### src/lbr_pkg.sv
// Package: register map, field layout and carriers of the ballast register bank
// How it works
// RULE1: Locations 0x01 and 0x02 are byte-wide read/write dimming duty registers, one per string, zero after reset.
// RULE2: Locations 0x03 and 0x04 hold a 7-bit string current setting in bits 6..0 and a fuse lock flag in bit 7.
// RULE3: The lock flags in bit 7 of 0x03 and 0x04 are read-only, so only bits 6..0 take writes.
// RULE4: Locations 0x05 and 0x06 are full byte read/write short thresholds for string one and string two.
// RULE5: Location 0x07 holds booster disable in bit 7, oscillator frequency in bits 6..4 and output range in bits 3..0.
// RULE6: Location 0x08 holds the first off-time range up top, derating disable in bit 3 and dimming factor in bits 2..0.
// RULE7: Writes to the test-only fields of 0x09, 0x0A, 0x0B and 0x0F land only while the test mode pin is high.
// RULE8: Location 0x09 holds fuse start in bit 7, a 2-bit command in 6..5, reserved bit 4 and a 4-bit address; 0x0A holds fuse data.
// RULE9: Location 0x0B holds reserved bit 7, second off-time range in bits 6..3 and converter channel select in bits 2..0.
// RULE10: Location 0x0F takes a test command on write in test mode and returns the revision code on read.
// RULE11: Status locations 0x0C to 0x0E are read-only and writes to them change nothing. The code clears the frame error flag on a write to 0x0D.
// RULE12: A serial transfer whose length is not a multiple of sixteen bits sets the frame error flag in status two.
// RULE13: Location 0x00 is a no-operation address: writes do nothing and reads return zero.
package lbr_pkg;
   localparam logic [3:0] ADDR_NO_OPERATION = 4'h0;
   localparam logic [3:0] ADDR_DIM_DUTY_ONE = 4'h1;
   localparam logic [3:0] ADDR_DIM_DUTY_TWO = 4'h2;
   localparam logic [3:0] ADDR_CURRENT_ONE = 4'h3;
   localparam logic [3:0] ADDR_CURRENT_TWO = 4'h4;
   localparam logic [3:0] ADDR_SHORT_ONE = 4'h5;
   localparam logic [3:0] ADDR_SHORT_TWO = 4'h6;
   localparam logic [3:0] ADDR_BOOSTER_CONFIG = 4'h7;
   localparam logic [3:0] ADDR_OFFTIME_DIMMING = 4'h8;
   localparam logic [3:0] ADDR_FUSE_CONTROL = 4'h9;
   localparam logic [3:0] ADDR_FUSE_DATA = 4'ha;
   localparam logic [3:0] ADDR_CONVERTER_SELECT = 4'hb;
   localparam logic [3:0] ADDR_DIAG_ONE = 4'hc;
   localparam logic [3:0] ADDR_DIAG_TWO = 4'hd;
   localparam logic [3:0] ADDR_CONVERTER_RESULT = 4'he;
   localparam logic [3:0] ADDR_TEST_REVISION = 4'hf;

   localparam logic [7:0] REG_RESET = 8'h00;
   // Writable masks per location
   localparam logic [7:0] MASK_CURRENT = 8'h7f;
   localparam logic [7:0] MASK_FUSE_CONTROL = 8'hef;
   localparam logic [7:0] MASK_SEL_FREE = 8'h78;
   localparam logic [7:0] MASK_SEL_TEST = 8'h07;
   localparam int LOCK_BIT = 7;
   localparam int FRAME_BITS = 16;
   localparam logic [3:0] BIT_COUNT_ZERO = 4'h0;
   // Pin vector positions in the synchroniser
   localparam int PIN_CSB = 0;
   localparam int PIN_SCLK = 1;
   localparam int PIN_SDI = 2;
   localparam int PIN_TEST = 3;
   localparam int PIN_COUNT = 4;
   localparam logic [PIN_COUNT-1:0] PIN_IDLE = 4'h1;

   typedef struct packed {
      logic [7:0] dimDutyOne;
      logic [7:0] dimDutyTwo;
      logic [6:0] currentOne;
      logic [6:0] currentTwo;
      logic [7:0] shortThresholdOne;
      logic [7:0] shortThresholdTwo;
      logic [7:0] boosterConfig;
      logic [7:0] offtimeDimmingConfig;
      logic [7:0] fuseMemoryControl;
      logic [7:0] fuseMemoryData;
      logic [7:0] converterSelectControl;
      logic [7:0] testCommand;
   } lbr_ctrl_type;

   typedef struct packed {
      logic boosterUndervoltage;
      logic dutyCycleLimitReached;
      logic powerDeratingActive;
      logic stringOneOpen;
      logic stringOneShort;
      logic stringOneSingleShort;
      logic stringOneOvercurrent;
      logic thermalWarning;
      logic thermalShutdown;
      logic stringTwoOpen;
      logic stringTwoShort;
      logic stringTwoSingleShort;
      logic stringTwoOvercurrent;
      logic fuseLockInternal;
      logic fuseLockExternal;
      logic [7:0] converterResult;
   } lbr_status_type;
endpackage

### src/lbr_register_bank.sv
// Module: serial-reached register bank of the two-string ballast
module lbr_register_bank #(
   parameter logic [7:0] SILICON_REVISION_CODE = 8'h01 // Arbitrary value
) (
   input wire logic clk, // 50 MHz clock
   input wire logic rst_b, // Synchronous reset, low
   input wire logic ce, // Clock enable, freezes all state
   input wire logic csB, // Serial chip select pin, low active
   input wire logic sclk, // Serial clock pin
   input wire logic sdi, // Serial data in pin
   input wire logic test_mode_pin, // Test mode pin
   input wire lbr_pkg::lbr_status_type status, // Diagnostics, same clock
   output logic sdo, // Serial data out pin
   output logic sdoOe, // Serial data out enable
   output lbr_pkg::lbr_ctrl_type ctrl, // Control settings
   output logic testCommandStrobe // One pulse per test command
);
   import lbr_pkg::*;

   ////////////////////////////////////////////////////////////////////////
   // Pin synchronisers

   logic [PIN_COUNT-1:0] pinS1_ff;
   logic [PIN_COUNT-1:0] pinS2_ff;
   logic [PIN_COUNT-1:0] pinS3_ff;
   logic [PIN_COUNT-1:0] pinQ_ff;

   genvar gi;
   generate
      for (gi = 0; gi < PIN_COUNT; gi++) begin : g_pin
         always_ff @(posedge clk) begin
            if (!rst_b) begin
               pinS1_ff[gi] <= PIN_IDLE[gi];
               pinS2_ff[gi] <= PIN_IDLE[gi];
               pinS3_ff[gi] <= PIN_IDLE[gi];
               pinQ_ff[gi] <= PIN_IDLE[gi];
            end else if (ce) begin
               pinS1_ff[gi] <= gi == PIN_CSB ? csB :
                               gi == PIN_SCLK ? sclk :
                               gi == PIN_SDI ? sdi : test_mode_pin;
               pinS2_ff[gi] <= pinS1_ff[gi];
               pinS3_ff[gi] <= pinS2_ff[gi];
               // Change counts only once two stages agree
               if (pinS2_ff[gi] == pinS3_ff[gi]) begin
                  pinQ_ff[gi] <= pinS3_ff[gi];
               end
            end
         end
      end
   endgenerate

   logic [PIN_COUNT-1:0] pinNext;
   logic csbFall;
   logic csbRise;
   logic sclkRise;
   logic sclkFall;
   logic inFrame;
   logic testMode;

   always_comb begin
      pinNext = pinQ_ff;
      for (int i = 0; i < PIN_COUNT; i++) begin
         if (pinS2_ff[i] == pinS3_ff[i]) begin
            pinNext[i] = pinS3_ff[i];
         end
      end
   end

   assign csbFall = pinQ_ff[PIN_CSB] && !pinNext[PIN_CSB];
   assign csbRise = !pinQ_ff[PIN_CSB] && pinNext[PIN_CSB];
   assign inFrame = !pinQ_ff[PIN_CSB];
   assign sclkRise = inFrame && !pinQ_ff[PIN_SCLK] && pinNext[PIN_SCLK];
   assign sclkFall = inFrame && pinQ_ff[PIN_SCLK] && !pinNext[PIN_SCLK];
   assign testMode = pinQ_ff[PIN_TEST];

   ////////////////////////////////////////////////////////////////////////
   // Frame shifter

   logic [FRAME_BITS-1:0] shiftIn_ff;
   logic [FRAME_BITS-1:0] shiftOut_ff;
   logic [FRAME_BITS-1:0] respWord_ff;
   logic [3:0] bitCount_ff;
   logic anyBit_ff;

   always_ff @(posedge clk) begin
      if (!rst_b) begin
         shiftIn_ff <= '0;
         bitCount_ff <= BIT_COUNT_ZERO;
         anyBit_ff <= 1'b0;
      end else if (ce) begin
         if (csbFall) begin
            bitCount_ff <= BIT_COUNT_ZERO;
            anyBit_ff <= 1'b0;
         end else if (sclkRise) begin
            // Last sixteen bits kept, so daisy chains work
            shiftIn_ff <= {shiftIn_ff[FRAME_BITS-2:0], pinQ_ff[PIN_SDI]};
            bitCount_ff <= bitCount_ff + 4'h1;
            anyBit_ff <= 1'b1;
         end
      end
   end

   // Response is latched at select fall and moved out on falling clock
   always_ff @(posedge clk) begin
      if (!rst_b) begin
         shiftOut_ff <= '0;
      end else if (ce) begin
         if (csbFall) begin
            shiftOut_ff <= respWord_ff;
         end else if (sclkFall) begin
            shiftOut_ff <= {shiftOut_ff[FRAME_BITS-2:0], 1'b0};
         end
      end
   end

   always_ff @(posedge clk) begin
      if (!rst_b) begin
         sdo <= 1'b0;
         sdoOe <= 1'b0;
      end else if (ce) begin
         sdoOe <= !pinNext[PIN_CSB];
         sdo <= csbFall ? respWord_ff[FRAME_BITS-1] :
                sclkFall ? shiftOut_ff[FRAME_BITS-2] :
                shiftOut_ff[FRAME_BITS-1];
      end
   end

   ////////////////////////////////////////////////////////////////////////
   // Command decode at select rise

   logic frameGood;
   logic frameBad;
   logic [3:0] wrAddr;
   logic [3:0] rdAddr;
   logic [7:0] wrData;
   logic doWrite;

   assign frameGood = csbRise && anyBit_ff && bitCount_ff == BIT_COUNT_ZERO;
   assign frameBad = csbRise && bitCount_ff != BIT_COUNT_ZERO; // [RULE12]
   assign wrAddr = shiftIn_ff[15:12];
   assign rdAddr = shiftIn_ff[11:8];
   assign wrData = shiftIn_ff[7:0];
   assign doWrite = frameGood;

   function automatic logic wrHit(input logic [3:0] a, input logic [3:0] w);
      wrHit = doWrite && wrAddr == a && a == w;
   endfunction

   ////////////////////////////////////////////////////////////////////////
   // Control registers

   logic [7:0] dimOne_ff;
   logic [7:0] dimTwo_ff;
   logic [6:0] curOne_ff;
   logic [6:0] curTwo_ff;
   logic [7:0] shortOne_ff;
   logic [7:0] shortTwo_ff;
   logic [7:0] booster_ff;
   logic [7:0] offDim_ff;
   logic [7:0] fuseCtrl_ff;
   logic [7:0] fuseData_ff;
   logic [7:0] convSel_ff;
   logic [7:0] testCmd_ff;
   logic testStrobe_ff;

   always_ff @(posedge clk) begin
      if (!rst_b) begin
         dimOne_ff <= REG_RESET;
         dimTwo_ff <= REG_RESET;
      end else if (ce) begin
         if (wrHit(ADDR_DIM_DUTY_ONE, wrAddr)) dimOne_ff <= wrData; // [RULE1]
         if (wrHit(ADDR_DIM_DUTY_TWO, wrAddr)) dimTwo_ff <= wrData; // [RULE1]
      end
   end

   // Lock flags live outside, only the setting takes writes
   always_ff @(posedge clk) begin
      if (!rst_b) begin
         curOne_ff <= REG_RESET[6:0];
         curTwo_ff <= REG_RESET[6:0];
      end else if (ce) begin
         if (wrHit(ADDR_CURRENT_ONE, wrAddr)) begin
            curOne_ff <= wrData[6:0]; // [RULE2] [RULE3]
         end
         if (wrHit(ADDR_CURRENT_TWO, wrAddr)) begin
            curTwo_ff <= wrData[6:0]; // [RULE2] [RULE3]
         end
      end
   end

   always_ff @(posedge clk) begin
      if (!rst_b) begin
         shortOne_ff <= REG_RESET;
         shortTwo_ff <= REG_RESET;
      end else if (ce) begin
         if (wrHit(ADDR_SHORT_ONE, wrAddr)) shortOne_ff <= wrData; // [RULE4]
         if (wrHit(ADDR_SHORT_TWO, wrAddr)) shortTwo_ff <= wrData; // [RULE4]
      end
   end

   always_ff @(posedge clk) begin
      if (!rst_b) begin
         booster_ff <= REG_RESET;
         offDim_ff <= REG_RESET;
      end else if (ce) begin
         if (wrHit(ADDR_BOOSTER_CONFIG, wrAddr)) begin
            booster_ff <= wrData; // [RULE5]
         end
         if (wrHit(ADDR_OFFTIME_DIMMING, wrAddr)) begin
            offDim_ff <= wrData; // [RULE6]
         end
      end
   end

   // Fuse controls only move in test mode; reserved bits stay zero
   always_ff @(posedge clk) begin
      if (!rst_b) begin
         fuseCtrl_ff <= REG_RESET;
         fuseData_ff <= REG_RESET;
      end else if (ce && testMode) begin // [RULE7]
         if (wrHit(ADDR_FUSE_CONTROL, wrAddr)) begin
            fuseCtrl_ff <= wrData & MASK_FUSE_CONTROL; // [RULE8]
         end
         if (wrHit(ADDR_FUSE_DATA, wrAddr)) begin
            fuseData_ff <= wrData; // [RULE8]
         end
      end
   end

   // Off-time range always writable, channel select test-only
   always_ff @(posedge clk) begin
      if (!rst_b) begin
         convSel_ff <= REG_RESET;
      end else if (ce && wrHit(ADDR_CONVERTER_SELECT, wrAddr)) begin
         convSel_ff <= (wrData & MASK_SEL_FREE) |
                       ((testMode ? wrData : convSel_ff) & MASK_SEL_TEST);
         // [RULE7] [RULE9]
      end
   end

   always_ff @(posedge clk) begin
      if (!rst_b) begin
         testCmd_ff <= REG_RESET;
         testStrobe_ff <= 1'b0;
      end else if (ce) begin
         testStrobe_ff <= 1'b0;
         if (testMode && wrHit(ADDR_TEST_REVISION, wrAddr)) begin // [RULE10]
            testCmd_ff <= wrData;
            testStrobe_ff <= 1'b1;
         end
      end
   end

   ////////////////////////////////////////////////////////////////////////
   // Status, read-only; a write address of 0x0D only clears the frame error flag [RULE11] [RULE13]

   logic frameErr_ff;
   logic [7:0] diagOne;
   logic [7:0] diagTwo;
   logic readsDiagTwo;

   // Sticky until reported; a new error beats the clear
   assign readsDiagTwo = frameGood &&
      (rdAddr == ADDR_DIAG_TWO || wrAddr == ADDR_DIAG_TWO);

   always_ff @(posedge clk) begin
      if (!rst_b) begin
         frameErr_ff <= 1'b0;
      end else if (ce) begin
         if (frameBad) begin
            frameErr_ff <= 1'b1; // [RULE12]
         end else if (readsDiagTwo) begin
            frameErr_ff <= 1'b0;
         end
      end
   end

   always_comb begin
      diagOne[6:0] = {status.boosterUndervoltage,
                      status.dutyCycleLimitReached,
                      status.powerDeratingActive,
                      status.stringOneOpen, status.stringOneShort,
                      status.stringOneSingleShort,
                      status.stringOneOvercurrent};
      diagTwo[6:0] = {status.thermalWarning, status.thermalShutdown,
                      frameErr_ff,
                      status.stringTwoOpen, status.stringTwoShort,
                      status.stringTwoSingleShort,
                      status.stringTwoOvercurrent};
      // Odd parity over the byte
      diagOne[7] = ~^diagOne[6:0];
      diagTwo[7] = ~^diagTwo[6:0];
   end

   ////////////////////////////////////////////////////////////////////////
   // Read mux and response word

   function automatic logic [7:0] readReg(input logic [3:0] a);
      unique case (a)
         ADDR_NO_OPERATION: readReg = REG_RESET; // [RULE13]
         ADDR_DIM_DUTY_ONE: readReg = dimOne_ff;
         ADDR_DIM_DUTY_TWO: readReg = dimTwo_ff;
         ADDR_CURRENT_ONE: readReg = {status.fuseLockInternal, curOne_ff};
         ADDR_CURRENT_TWO: readReg = {status.fuseLockExternal, curTwo_ff};
         ADDR_SHORT_ONE: readReg = shortOne_ff;
         ADDR_SHORT_TWO: readReg = shortTwo_ff;
         ADDR_BOOSTER_CONFIG: readReg = booster_ff;
         ADDR_OFFTIME_DIMMING: readReg = offDim_ff;
         ADDR_FUSE_CONTROL: readReg = fuseCtrl_ff;
         ADDR_FUSE_DATA: readReg = fuseData_ff;
         ADDR_CONVERTER_SELECT: readReg = convSel_ff;
         ADDR_DIAG_ONE: readReg = diagOne;
         ADDR_DIAG_TWO: readReg = diagTwo;
         ADDR_CONVERTER_RESULT: readReg = status.converterResult;
         ADDR_TEST_REVISION: readReg = SILICON_REVISION_CODE; // [RULE10]
      endcase
   endfunction

   // Values before this frame's write are reported
   always_ff @(posedge clk) begin
      if (!rst_b) begin
         respWord_ff <= '0;
      end else if (ce && frameGood) begin
         respWord_ff <= {readReg(wrAddr), readReg(rdAddr)};
      end
   end

   ////////////////////////////////////////////////////////////////////////
   // Outputs

   always_ff @(posedge clk) begin
      if (!rst_b) begin
         ctrl <= '0;
         testCommandStrobe <= 1'b0;
      end else if (ce) begin
         ctrl.dimDutyOne <= dimOne_ff;
         ctrl.dimDutyTwo <= dimTwo_ff;
         ctrl.currentOne <= curOne_ff;
         ctrl.currentTwo <= curTwo_ff;
         ctrl.shortThresholdOne <= shortOne_ff;
         ctrl.shortThresholdTwo <= shortTwo_ff;
         ctrl.boosterConfig <= booster_ff;
         ctrl.offtimeDimmingConfig <= offDim_ff;
         ctrl.fuseMemoryControl <= fuseCtrl_ff;
         ctrl.fuseMemoryData <= fuseData_ff;
         ctrl.converterSelectControl <= convSel_ff;
         ctrl.testCommand <= testCmd_ff;
         testCommandStrobe <= testStrobe_ff;
      end
   end
endmodule // lbr_register_bank

### config.mk
export PLATFORM = sky130hd
export DESIGN_NAME = lbr_register_bank
export DESIGN_NICKNAME = d
export VERILOG_FILES = /design/src/lbr_pkg.sv /design/src/lbr_register_bank.sv
export SDC_FILE = /design/constraint.sdc
export NUM_CORES = 1
export LEC_CHECK = 0
export BUFFER_PORTS_ARGS = -buffer_cell sky130_fd_sc_hd__buf_4
export CAP_MARGIN = 15
export CELL_PAD_IN_SITES_DETAIL_PLACEMENT = 1
export CELL_PAD_IN_SITES_GLOBAL_PLACEMENT = 1
export CORE_UTILIZATION = 40
export CTS_CLUSTER_DIAMETER = 150
export CTS_CLUSTER_SIZE = 14
export DETAILED_ROUTE_END_ITERATION = 10
export PLACE_DENSITY = 0.76
export SYNTH_ARGS = -nofsm -noshare
export SYNTH_HDL_FRONTEND = slang
export SYNTH_SLANG_ARGS = --single-unit
### constraint.sdc
create_clock -name clk -period 2.7 [get_ports clk]
set_input_delay 0.54 -clock clk [delete_from_list [all_inputs] [get_ports clk]]
set_output_delay 0.54 -clock clk [all_outputs]
set_load 0.05 [all_outputs]
==> reports/summary.txt, run 1 <==
Final setup violation count -> 0
Sw Ratio -> 22.9%
TritonRoute pass-1 iters -> 7
Mapped cell area -> 0.0117 sq mm
Max-cap viol count -> 0
Vias -> 10,100
Area delta synth->final -> 18.4%
XOR/XNOR share of the synthesized area -> 0.973%
CP Launch Type -> flop
Final Hold Fails -> 0
Worst Path Arrival -> 3.00 ns
Drt total wl -> 42,100 um
Finished Cell Area -> 0.0138 sq mm
HPWL after DPL -> 31,400 um
First-pass GRT wire length -> 63,500 um
FFs w/ async S/R, synth -> 0%
Largest net degree at the start of global routing -> 145
Die X -> 173 um
Sw power -> 1.59 mW
Vias per std cell -> 5.76
Worst skew pair latency -> 0.55 ns
GRT Util Overall -> 27.7%
Worst-case clock buffer depth -> 3
CTS resizes -> 0
Worst Skew -> 0.0313 ns
Post-route setup TNS -> 0 ns
Starting Density -> 40.7%
Routability-driven placement congestion ratio -> 1.00
Outcome -> complete, no violations
Crit end category -> flop
Die ar. -> 0.0299 sq mm
Compound-Gate Fraction of Synth Area -> 12.1%
Die height -> 173 um
Fraction of the mapped netlist area in adder cells -> 0.300%
Antenna diodes -> 0
LEAKAGE -> 5.43 nW
Clock share of power -> 41.1%
CTS Sinks -> 258
Port Buffer Count -> 124
Antenna-violating nets left -> 0
RSZ-0062 raised after global routing -> no
Slew @ Worst Pin -> 1.01 ns
Largest family of logic cells by synthesized area -> multiplexers
Main synth FF type -> dfxtp_1
H-tree depth -> 1
Pins over their slew limit -> 0
Max Fclk -> 387 MHz
DRC Markers -> 0
Peak VDD IR -> 0.384 mV
Crit Path Class -> flop to flop
Final Cycle Share -> 95.8%
Combinational Power Share -> 4.0%
WL/cell -> 23.9 um
Initial antenna violation count -> 0
YS warnings -> 0
Netlist cell types -> 67
CTS root buf -> clkbuf_16
HP Class -> input pin to flop
WP data required -> 3.11 ns
GRT overflow -> 0
Hold-fix buffers at CTS -> 0
Clk slew on worst S/H paths -> 0.07 ns
# IOs -> 127
Slew HR -> 32.7%
CP max FO -> 12
PD cells -> 502 mW/mm^2
Share of cells above drive strength 1 -> 17.9%
Internal -> 5.36 mW
1st-iter DRT viols -> 676
Seq/Total Area, Yosys -> 44.2%
Seq pwr share -> 54.9%
CTS tree -> yes
Cts bufs inserted -> 22
Setup Buffers After CTS -> 0
Seq cells post-synth -> 258
Number of flops mapped to enable cells by yosys -> 0
Fin crit period -> 2.59 ns
Synth Instances -> 1,271
Fillers -> 3,284
Core area -> 0.0287 sq mm
Row cnt -> 62
Final net count -> 1,408
Number of global-route vias before repair -> 10,200
Mux contribution to synthesized area -> 21.6%
Post-Synth Simple-Gate Area -> 16.4%
Synthesized area per cell -> 9.20 sq um
Area post-placement -> 0.0133 sq mm
==> cells in the mapped netlist, types with 4 or more instances <==
library cell	instances	area, sq um
nand3b_1	6	45.0
xnor2_1	10	87.6
a2bb2oi_1	4	35.0
o22ai_1	7	43.8
o32ai_1	6	52.6
mux4_2	4	90.1
o31ai_1	6	45.0
a21oi_1	54	270
dfxtp_1	258	5160
inv_1	19	71.3
nand2_1	80	300
clkbuf_1	78	293
and3_1	12	75.1
buf_1	15	56.3
and2_1	4	25.0
buf_2	9	45.0
mux2_2	19	214
nor2_1	214	803
a32o_1	4	40.0
a32oi_1	8	70.1
nor3_1	8	40.0
mux2i_1	222	2220
a211oi_1	15	113
o21ai_0	24	120
a31oi_1	9	56.3
nor4b_1	4	35.0
a22o_1	7	61.3
nand4_1	8	50.1
nand3_1	30	150
a22oi_1	24	180
nand2b_1	12	75.1
nor3b_1	6	45.0
a221oi_1	9	78.8
nor2b_1	20	125
==> flip-flops by register name (all words and copies together), names as in the netlist, 3 cells and up, named ones only <==
| name | cells |
|---|---|
| offDim_ff | 8 |
| respWord_ff | 16 |
| shiftIn_ff | 16 |
| pinS1_ff | 4 |
| shortTwo_ff | 8 |
| pinQ_ff | 3 |
| dimTwo_ff | 8 |
| fuseData_ff | 8 |
| pinS3_ff | 4 |
| convSel_ff | 4 |
| testCmd_ff | 8 |
| bitCount_ff | 4 |
| pinS2_ff | 4 |
| shortOne_ff | 8 |
| booster_ff | 8 |
| ctrl | 92 |
| curOne_ff | 7 |
| shiftOut_ff | 16 |
| dimOne_ff | 8 |
| fuseCtrl_ff | 7 |
| curTwo_ff | 7 |
==> through the flow <==
stage	utilization, %	hold slack, ns	worst slack, ns	instances	power, mW
after floorplan	-	0.425	0.527	1272	4.08
after global placement	46.2	0.440	0.300	1736	4.18
after detailed placement	46.2	0.450	0.201	1736	4.18
after CTS	48.2	0.220	0.161	1760	7.04
after global routing	48.2	0.237	0.00265	1760	7.18
final	48.2	0.227	0.113	1760	6.95
==> critical path: stages (launching register included) <==
cell and delay [ns]:
dfxtp_1 0.46, buf_4 0.24, nor2b_1 0.15, a22o_1 0.26
a221o_1 0.38, a2111oi_0 0.68, buf_4 0.22, o21ai_0 0.06
==> final timing paths <==
check | from | to | slack, ns | cells after the start
setup / recovery | shiftIn_ff[13] | respWord_ff[8] | 0.11 | 7
hold reg to reg | respWord_ff[9] | respWord_ff[9] | 0.46 | 2
setup reg to reg | shiftIn_ff[13] | respWord_ff[8] | 0.11 | 7
hold / removal | csB | pinS1_ff[0] | 0.23 | 3
==> routing by layer <==
metal  up-vias  routed length [um]  global-route usage [%]
li1       4677                   -                       -
met1      5008               18300                    36.3
met2       338               19200                    44.7
met3       107                2430                    4.38
met4         0                2170                    13.3
met5         -                   0                       0
==> power groups by stage <==
stage	clock network (mW)	logic (mW)	registers, mW
2_1_floorplan	0	0.171	3.91
3_3_place_gp	0	0.275	3.90
3_5_place_dp	0	0.277	3.91
4_1_cts	2.94	0.277	3.82
5_1_grt	3.07	0.294	3.82
6_report	2.86	0.276	3.82
==> logic make-up (layout without fill, tap and decap cells) <==
group	count (synthesis)	count (layout)
AO/OA/AOI/OAI	206	206
flip-flops	258	258
adder cells (fa/ha/maj)	3	3
buffers and inverters	126	230
other	1	2
XOR/XNOR	13	13
AND/OR/NAND/NOR	419	419
multiplexers	245	245
==> layout make-up <==
cell class,count,area [sq um],share of cell area [%]
Multi-Input combinational cell,888,6040,43.6
Sequential cell,258,5160,37.3
Timing Repair Buffer,187,1510,10.9
Clock buffer,22,551,3.98
Tap cell,384,480,3.47
Inverter,19,76.3,0.551
Clock inverter,2,25.0,0.181
==> layout by cell type, fill, tap and decap left out, types with 5 or more instances in the layout <==
cell	count
dfxtp_1	258
mux2i_1	222
nor2_1	214
buf_4	178
nand2_1	80
a21oi_1	54
nand3_1	30
o21ai_0	24
a22oi_1	24
clkbuf_16	22
nor2b_1	20
mux2_2	19
inv_1	18
a211oi_1	15
and3_1	12
nand2b_1	12
xnor2_1	10
a221oi_1	9
a31oi_1	9
nand4_1	8
a32oi_1	8
buf_12	8
o22ai_1	7
a22o_1	7
nor3_1	6
o32ai_1	6
nand3b_1	6
o31ai_1	6
nor3b_1	5
No activity file was read; power rests on OpenSTA's default activity.
==> inputs of run 2 (changes only) <==
==> constraint.sdc (replaced) <==
create_clock -name clk -period 2.7 [get_ports clk]
set_input_delay 0.405 -clock clk [delete_from_list [all_inputs] [get_ports clk]]
set_output_delay 0.405 -clock clk [all_outputs]
set_load 0.05 [all_outputs]
==> reports/summary.txt, run 2 (synthesis gave the netlist of run 1 again) <==
PD cells -> 503 mW/mm^2
Die ar. -> 0.0299 sq mm
Commonest non-fill, non-tap cells in the layout -> dfxtp_1, mux2i_1, nor2_1, buf_4, nand2_1
# IOs -> 127
Finished Cell Area -> 0.0138 sq mm
CTS Sinks -> 258
Worst Path Arrival -> 3.03 ns
Max-cap viol count -> 0
Routability-driven placement congestion ratio -> 0.994
Final Hold Fails -> 0
DRC Markers -> 0
Placed insts -> 1,728
Area delta synth->final -> 18.0%
Number of global-route vias before repair -> 10,100
Post-route setup TNS -> 0 ns
Final Cycle Share -> 96.7%
Vias -> 10,100
Pins over their slew limit -> 0
Antenna diodes -> 0
Hold path cells -> 3
Slew @ Worst Pin -> 0.929 ns
Post-layout util -> 48.1%
Starting Density -> 40.7%
Worst Path Buf+Inv -> 2
CTS root buf -> clkbuf_16
FF+latch area -> 0.00516 sq mm
Fin crit period -> 2.61 ns
Antenna-violating nets left -> 0
Fillers -> 3,304
Design Power -> 6.94 mW
Worst skew pair latency -> 0.53 ns
Worst reg2reg setup slack -> 0.09 ns
CP Launch Type -> flop
CP cell instances -> buf_4 -> nor2b_1 -> a221o_1 -> a2111oi_1 -> buf_4 -> o21ai_0
Drt total wl -> 43,200 um
First-pass GRT wire length -> 64,900 um
Crit Path Class -> flop to flop
Area of the multi-input gates -> 0.00604 sq mm
HP Class -> input pin to flop
Worst-case clock buffer depth -> 3
WP data required -> 3.12 ns
FF-to-FF path depth -> 6
Final Non-Filler Cells -> 1,752
Top reg by flops -> ctrl
Worst Skew -> 0.0239 ns
Final setup violation count -> 0
Row cnt -> 62
Final net count -> 1,400
Outcome -> complete, no violations
Slowest-stage cell, CP -> dfxtp_1
Number of cells on the critical path -> 6
Slew HR -> 38.0%
Max Fclk -> 383 MHz
GRT Util Overall -> 28.4%
LEAKAGE -> 5.39 nW
HPWL after DPL -> 32,200 um
Die height -> 173 um
Peak VDD IR -> 0.434 mV
Hold_sp -> csB
H-tree depth -> 1
1st-iter DRT viols -> 706
Clk slew on worst S/H paths -> 0.07 ns
Share of cells above drive strength 1 -> 17.4%
Die X -> 173 um
RSZ-0062 raised after global routing -> no
WL/cell -> 24.7 um
Crit-path max cell delay -> 0.79 ns
R2r startpoint -> shiftIn_ff[12]
Most used cell, CP -> buf_4
Area post-placement -> 0.0132 sq mm
CP max FO -> 15
Worst hold endpoint -> pinS1_ff[0]
Hold-fix buffers at CTS -> 0
Core area -> 0.0287 sq mm
CTS tree -> yes
Crit end category -> flop
RR Endpoint -> respWord_ff[8]
Most common cell after layout, fill and taps aside -> dfxtp_1
Initial antenna violation count -> 0
GRT overflow -> 0
Largest net degree at the start of global routing -> 128
TritonRoute pass-1 iters -> 5
Max reg flops -> 92
Crit path max-delay family -> compound AO/OA/AOI/OAI gates
Port Buffer Count -> 124
Vias per std cell -> 5.74
Cts bufs inserted -> 22
-- run 2: cell count changes in the layout (fill, tap and decap cells not counted), sizes merged --
cell	previous run	this run
buf	187	179
-- run 2: metal layers --
metal	vias up	global-route usage, %	wire, um
li1	4669	-	-
met4	0	7.49	1110
met3	75	3.76	2190
met1	4995	38.5	19600
met2	314	47.5	20300
met5	-	0	0
-- run 2: where the power goes --
| part | total [mW] | switching, mW | internal, mW |
|---|---|---|---|
| sequential | 3.82 | 0.00619 | 3.81 |
| combinational | 0.278 | 0.180 | 0.0975 |
| clock | 2.84 | 1.39 | 1.45 |
| total | 6.94 | 1.58 | 5.36 |
-- run 2: what timing repair did --
| item | in CTS | in global routing |
|---|---|---|
| setup endpoints to repair | 0 | 1 |
| buffers inserted | 0 | 0 |
| gates resized for setup | 0 | 1 |
-- run 2: how the worst max path moves through the flow --
stage                               from  slack, ns             end
after CTS                 shiftIn_ff[12]       0.08  respWord_ff[8]
after global routing      bitCount_ff[0]      0.001  shortOne_ff[7]
after detailed placement  shiftIn_ff[12]       0.09  respWord_ff[8]
after floorplan           bitCount_ff[0]       0.53   convSel_ff[6]
after global placement    shiftIn_ff[12]       0.02  respWord_ff[8]
final                     shiftIn_ff[12]       0.09  respWord_ff[8]
-- run 2: cell type report --
| class | instances | share of cell area (%) |
|---|---|---|
| flip-flops and latches | 258 | 37.4 |
| clock inverters | 2 | 0.181 |
| multi-input cells | 888 | 43.8 |
| inverters | 19 | 0.553 |
| well taps | 384 | 3.48 |
| clock buffers | 22 | 3.99 |
| repair buffers | 179 | 10.6 |
-- run 2: through the flow --
step	hold WS [ns]	worst slack [ns]
final	0.0984	0.0893
after floorplan	0.425	0.527
after global routing	0.109	0.00105
after CTS	0.0958	0.0812
after global placement	0.440	0.0172
after detailed placement	0.445	0.0854
-- run 2: worst min-delay path: cells and delay by family --
family | cells | cell delay, ns
simple gates | 1 | 0.06
buf+inv | 1 | 0.08
mux | 1 | 0.05
==> inputs of run 3 (changes only) <==
- ABC_AREA: default -> 1
- PLACE_DENSITY: 0.76 -> 0.8
==> reports/summary.txt, run 3 <==
Outcome -> complete, no violations
RSZ-0062 raised after global routing -> no
Number of global-route vias before repair -> 10,800
Routability-driven placement congestion ratio -> 1.02
Peak VDD IR -> 0.430 mV
Slew @ Worst Pin -> 0.950 ns
Worst Path Arrival -> 2.62 ns
Crit end category -> flop
CP Launch Type -> flop
CTS root buf -> clkbuf_16
LEAKAGE -> 4.89 nW
Die X -> 168 um
Antenna diodes -> 0
Die height -> 168 um
Most common cell after layout, fill and taps aside -> nand2_1
YS warnings -> 0
Hold-fix buffers at CTS -> 0
Pins over their slew limit -> 0
Placed insts -> 1,918
Post-route setup TNS -> 0 ns
Initial antenna violation count -> 0
Main synth FF type -> dfxtp_1
Fin crit period -> 2.19 ns
First-pass GRT wire length -> 62,800 um
Starting Density -> 40.8%
Port Buffer Count -> 124
GRT Util Overall -> 28.9%
WP data required -> 3.13 ns
HPWL after DPL -> 29,900 um
Post-synth top area share -> 47.0%
H-tree depth -> 1
Worst skew pair latency -> 0.52 ns
Cell taking the most area after synthesis -> dfxtp_1
Top reg by flops -> ctrl
Vias -> 11,000
CTS Sinks -> 258
Commonest non-fill, non-tap cells in the layout -> nand2_1, o21ai_0, dfxtp_1, a21oi_1, inv_1
Hold WS -> 0.100 ns
1st-iter DRT viols -> 939
Final Hold Fails -> 0
Post-layout util -> 47.0%
CTS resizes -> 0
Final setup violation count -> 0
Netlist cell types -> 35
CP max FO -> 6
Slew HR -> 36.6%
Max-cap viol count -> 0
Seq cells post-synth -> 258
Number of flops mapped to enable cells by yosys -> 0
Max reg flops -> 92
Vias per std cell -> 5.68
Final net count -> 1,633
Fillers -> 3,394
Top post-synthesis cells by count -> nand2_1, o21ai_0, dfxtp_1, a21oi_1, inv_1
Synth Instances -> 1,525
Setup Buffers After CTS -> 0
Max Fclk -> 457 MHz
# IOs -> 127
Worst Skew -> 0.0147 ns
DRC Markers -> 0
GRT overflow -> 0
Cts bufs inserted -> 22
Mapped cell area -> 0.0110 sq mm
Final Cycle Share -> 81.0%
Crit Path Class -> flop to flop
FFs w/ async S/R, synth -> 0%
Die ar. -> 0.0281 sq mm
Seq/Total Area, Yosys -> 47.0%
Final Non-Filler Cells -> 1,942
Area delta synth->final -> 15.2%
Core area -> 0.0270 sq mm
TritonRoute pass-1 iters -> 5
Row cnt -> 60
HP Class -> input pin to flop
Largest net degree at the start of global routing -> 148
WL/cell -> 21.1 um
Design Power -> 7.53 mW
Most common cell in the synthesized netlist -> nand2_1
Antenna-violating nets left -> 0
Clk slew on worst S/H paths -> 0.07 ns
Drt total wl -> 41,000 um
Share of cells above drive strength 1 -> 11.6%
PD cells -> 595 mW/mm^2
Worst-case clock buffer depth -> 3
CTS tree -> yes
Synth area leaders -> dfxtp_1, o21ai_0, a21oi_1
Synthesized area per cell -> 7.21 sq um
-- run 3: cell count changes in the layout (fill, tap and decap cells not counted), sizes merged, moves of 19 or more --
| cell | before | now |
|---|---|---|
| a22oi | 24 | 1 |
| mux2 | 19 | 0 |
| nand2 | 80 | 290 |
| inv | 20 | 151 |
| a21oi | 54 | 229 |
| nor2b | 20 | 0 |
| buf | 179 | 135 |
| nor2 | 214 | 125 |
| mux2i | 222 | 0 |
| o21ai | 24 | 263 |
-- run 3: report_power, final --
part / switching [mW] / internal (mW) / leakage [nW]
clock: 1.39 / 1.51 / 0.288
sequential: 0.0466 / 3.89 / 2.10
combinational: 0.498 / 0.196 / 2.50
total: 1.94 / 5.59 / 4.89
-- run 3: worst paths after layout --
kind	startpoint	to	slack (ns)	cells past startpoint
min reg2reg	testCmd_ff[2]	testCmd_ff[2]	0.46	2
max	shiftIn_ff[8]	respWord_ff[0]	0.51	8
max reg2reg	shiftIn_ff[8]	respWord_ff[0]	0.51	8
min	csB	pinS1_ff[0]	0.10	3
-- run 3: metrics by stage --
| step | cell area, sq um | setup slack (ns) |
|---|---|---|
| after CTS | 12700 | 0.573 |
| after global placement | 12100 | 0.637 |
| final | 12700 | 0.512 |
| after global routing | 12700 | 0.328 |
| after floorplan | 11000 | 1.18 |
| after detailed placement | 12100 | 0.591 |
-- run 3: cell type report --
type | instances | area (sq um) | share of cell area (%)
Sequential cell | 258 | 5160 | 40.8
Timing Repair Buffer | 135 | 1030 | 8.14
Clock buffer | 23 | 576 | 4.55
Inverter | 151 | 568 | 4.49
Clock inverter | 1 | 8.76 | 0.0692
Multi-Input combinational cell | 1033 | 4880 | 38.6
Tap cell | 341 | 427 | 3.37
-- run 3: logic make-up after synthesis --
logic type / count (synthesis) / share of synthesized area [%]
other cells: 1 / 0.0341
flops: 258 / 47.0
buf+inv: 235 / 8.61
xor+xnor: 2 / 0.159
simple gates: 481 / 18.3
compound gates: 546 / 25.7
fa+ha+maj: 2 / 0.228
-- run 3: routing by layer --
| layer | vias to the layer above | global-route usage, % | routed length (um) |
|---|---|---|---|
| met3 | 77 | 4.23 | 2830 |
| met5 | - | 0 | 0 |
| li1 | 5213 | - | - |
| met2 | 393 | 45.9 | 18300 |
| met1 | 5348 | 40.2 | 18600 |
| met4 | 0 | 9.41 | 1220 |
-- run 3: worst max-delay path, stage by stage (launching register included) --
cell     delay (ns)
dfxtp_1        0.40
inv_1          0.14
nor2_2         0.33
nand2_1        0.24
o21ai_0        0.45
nor2_1         0.15
nand4_1        0.12
nand2_1        0.11
a21oi_1        0.15
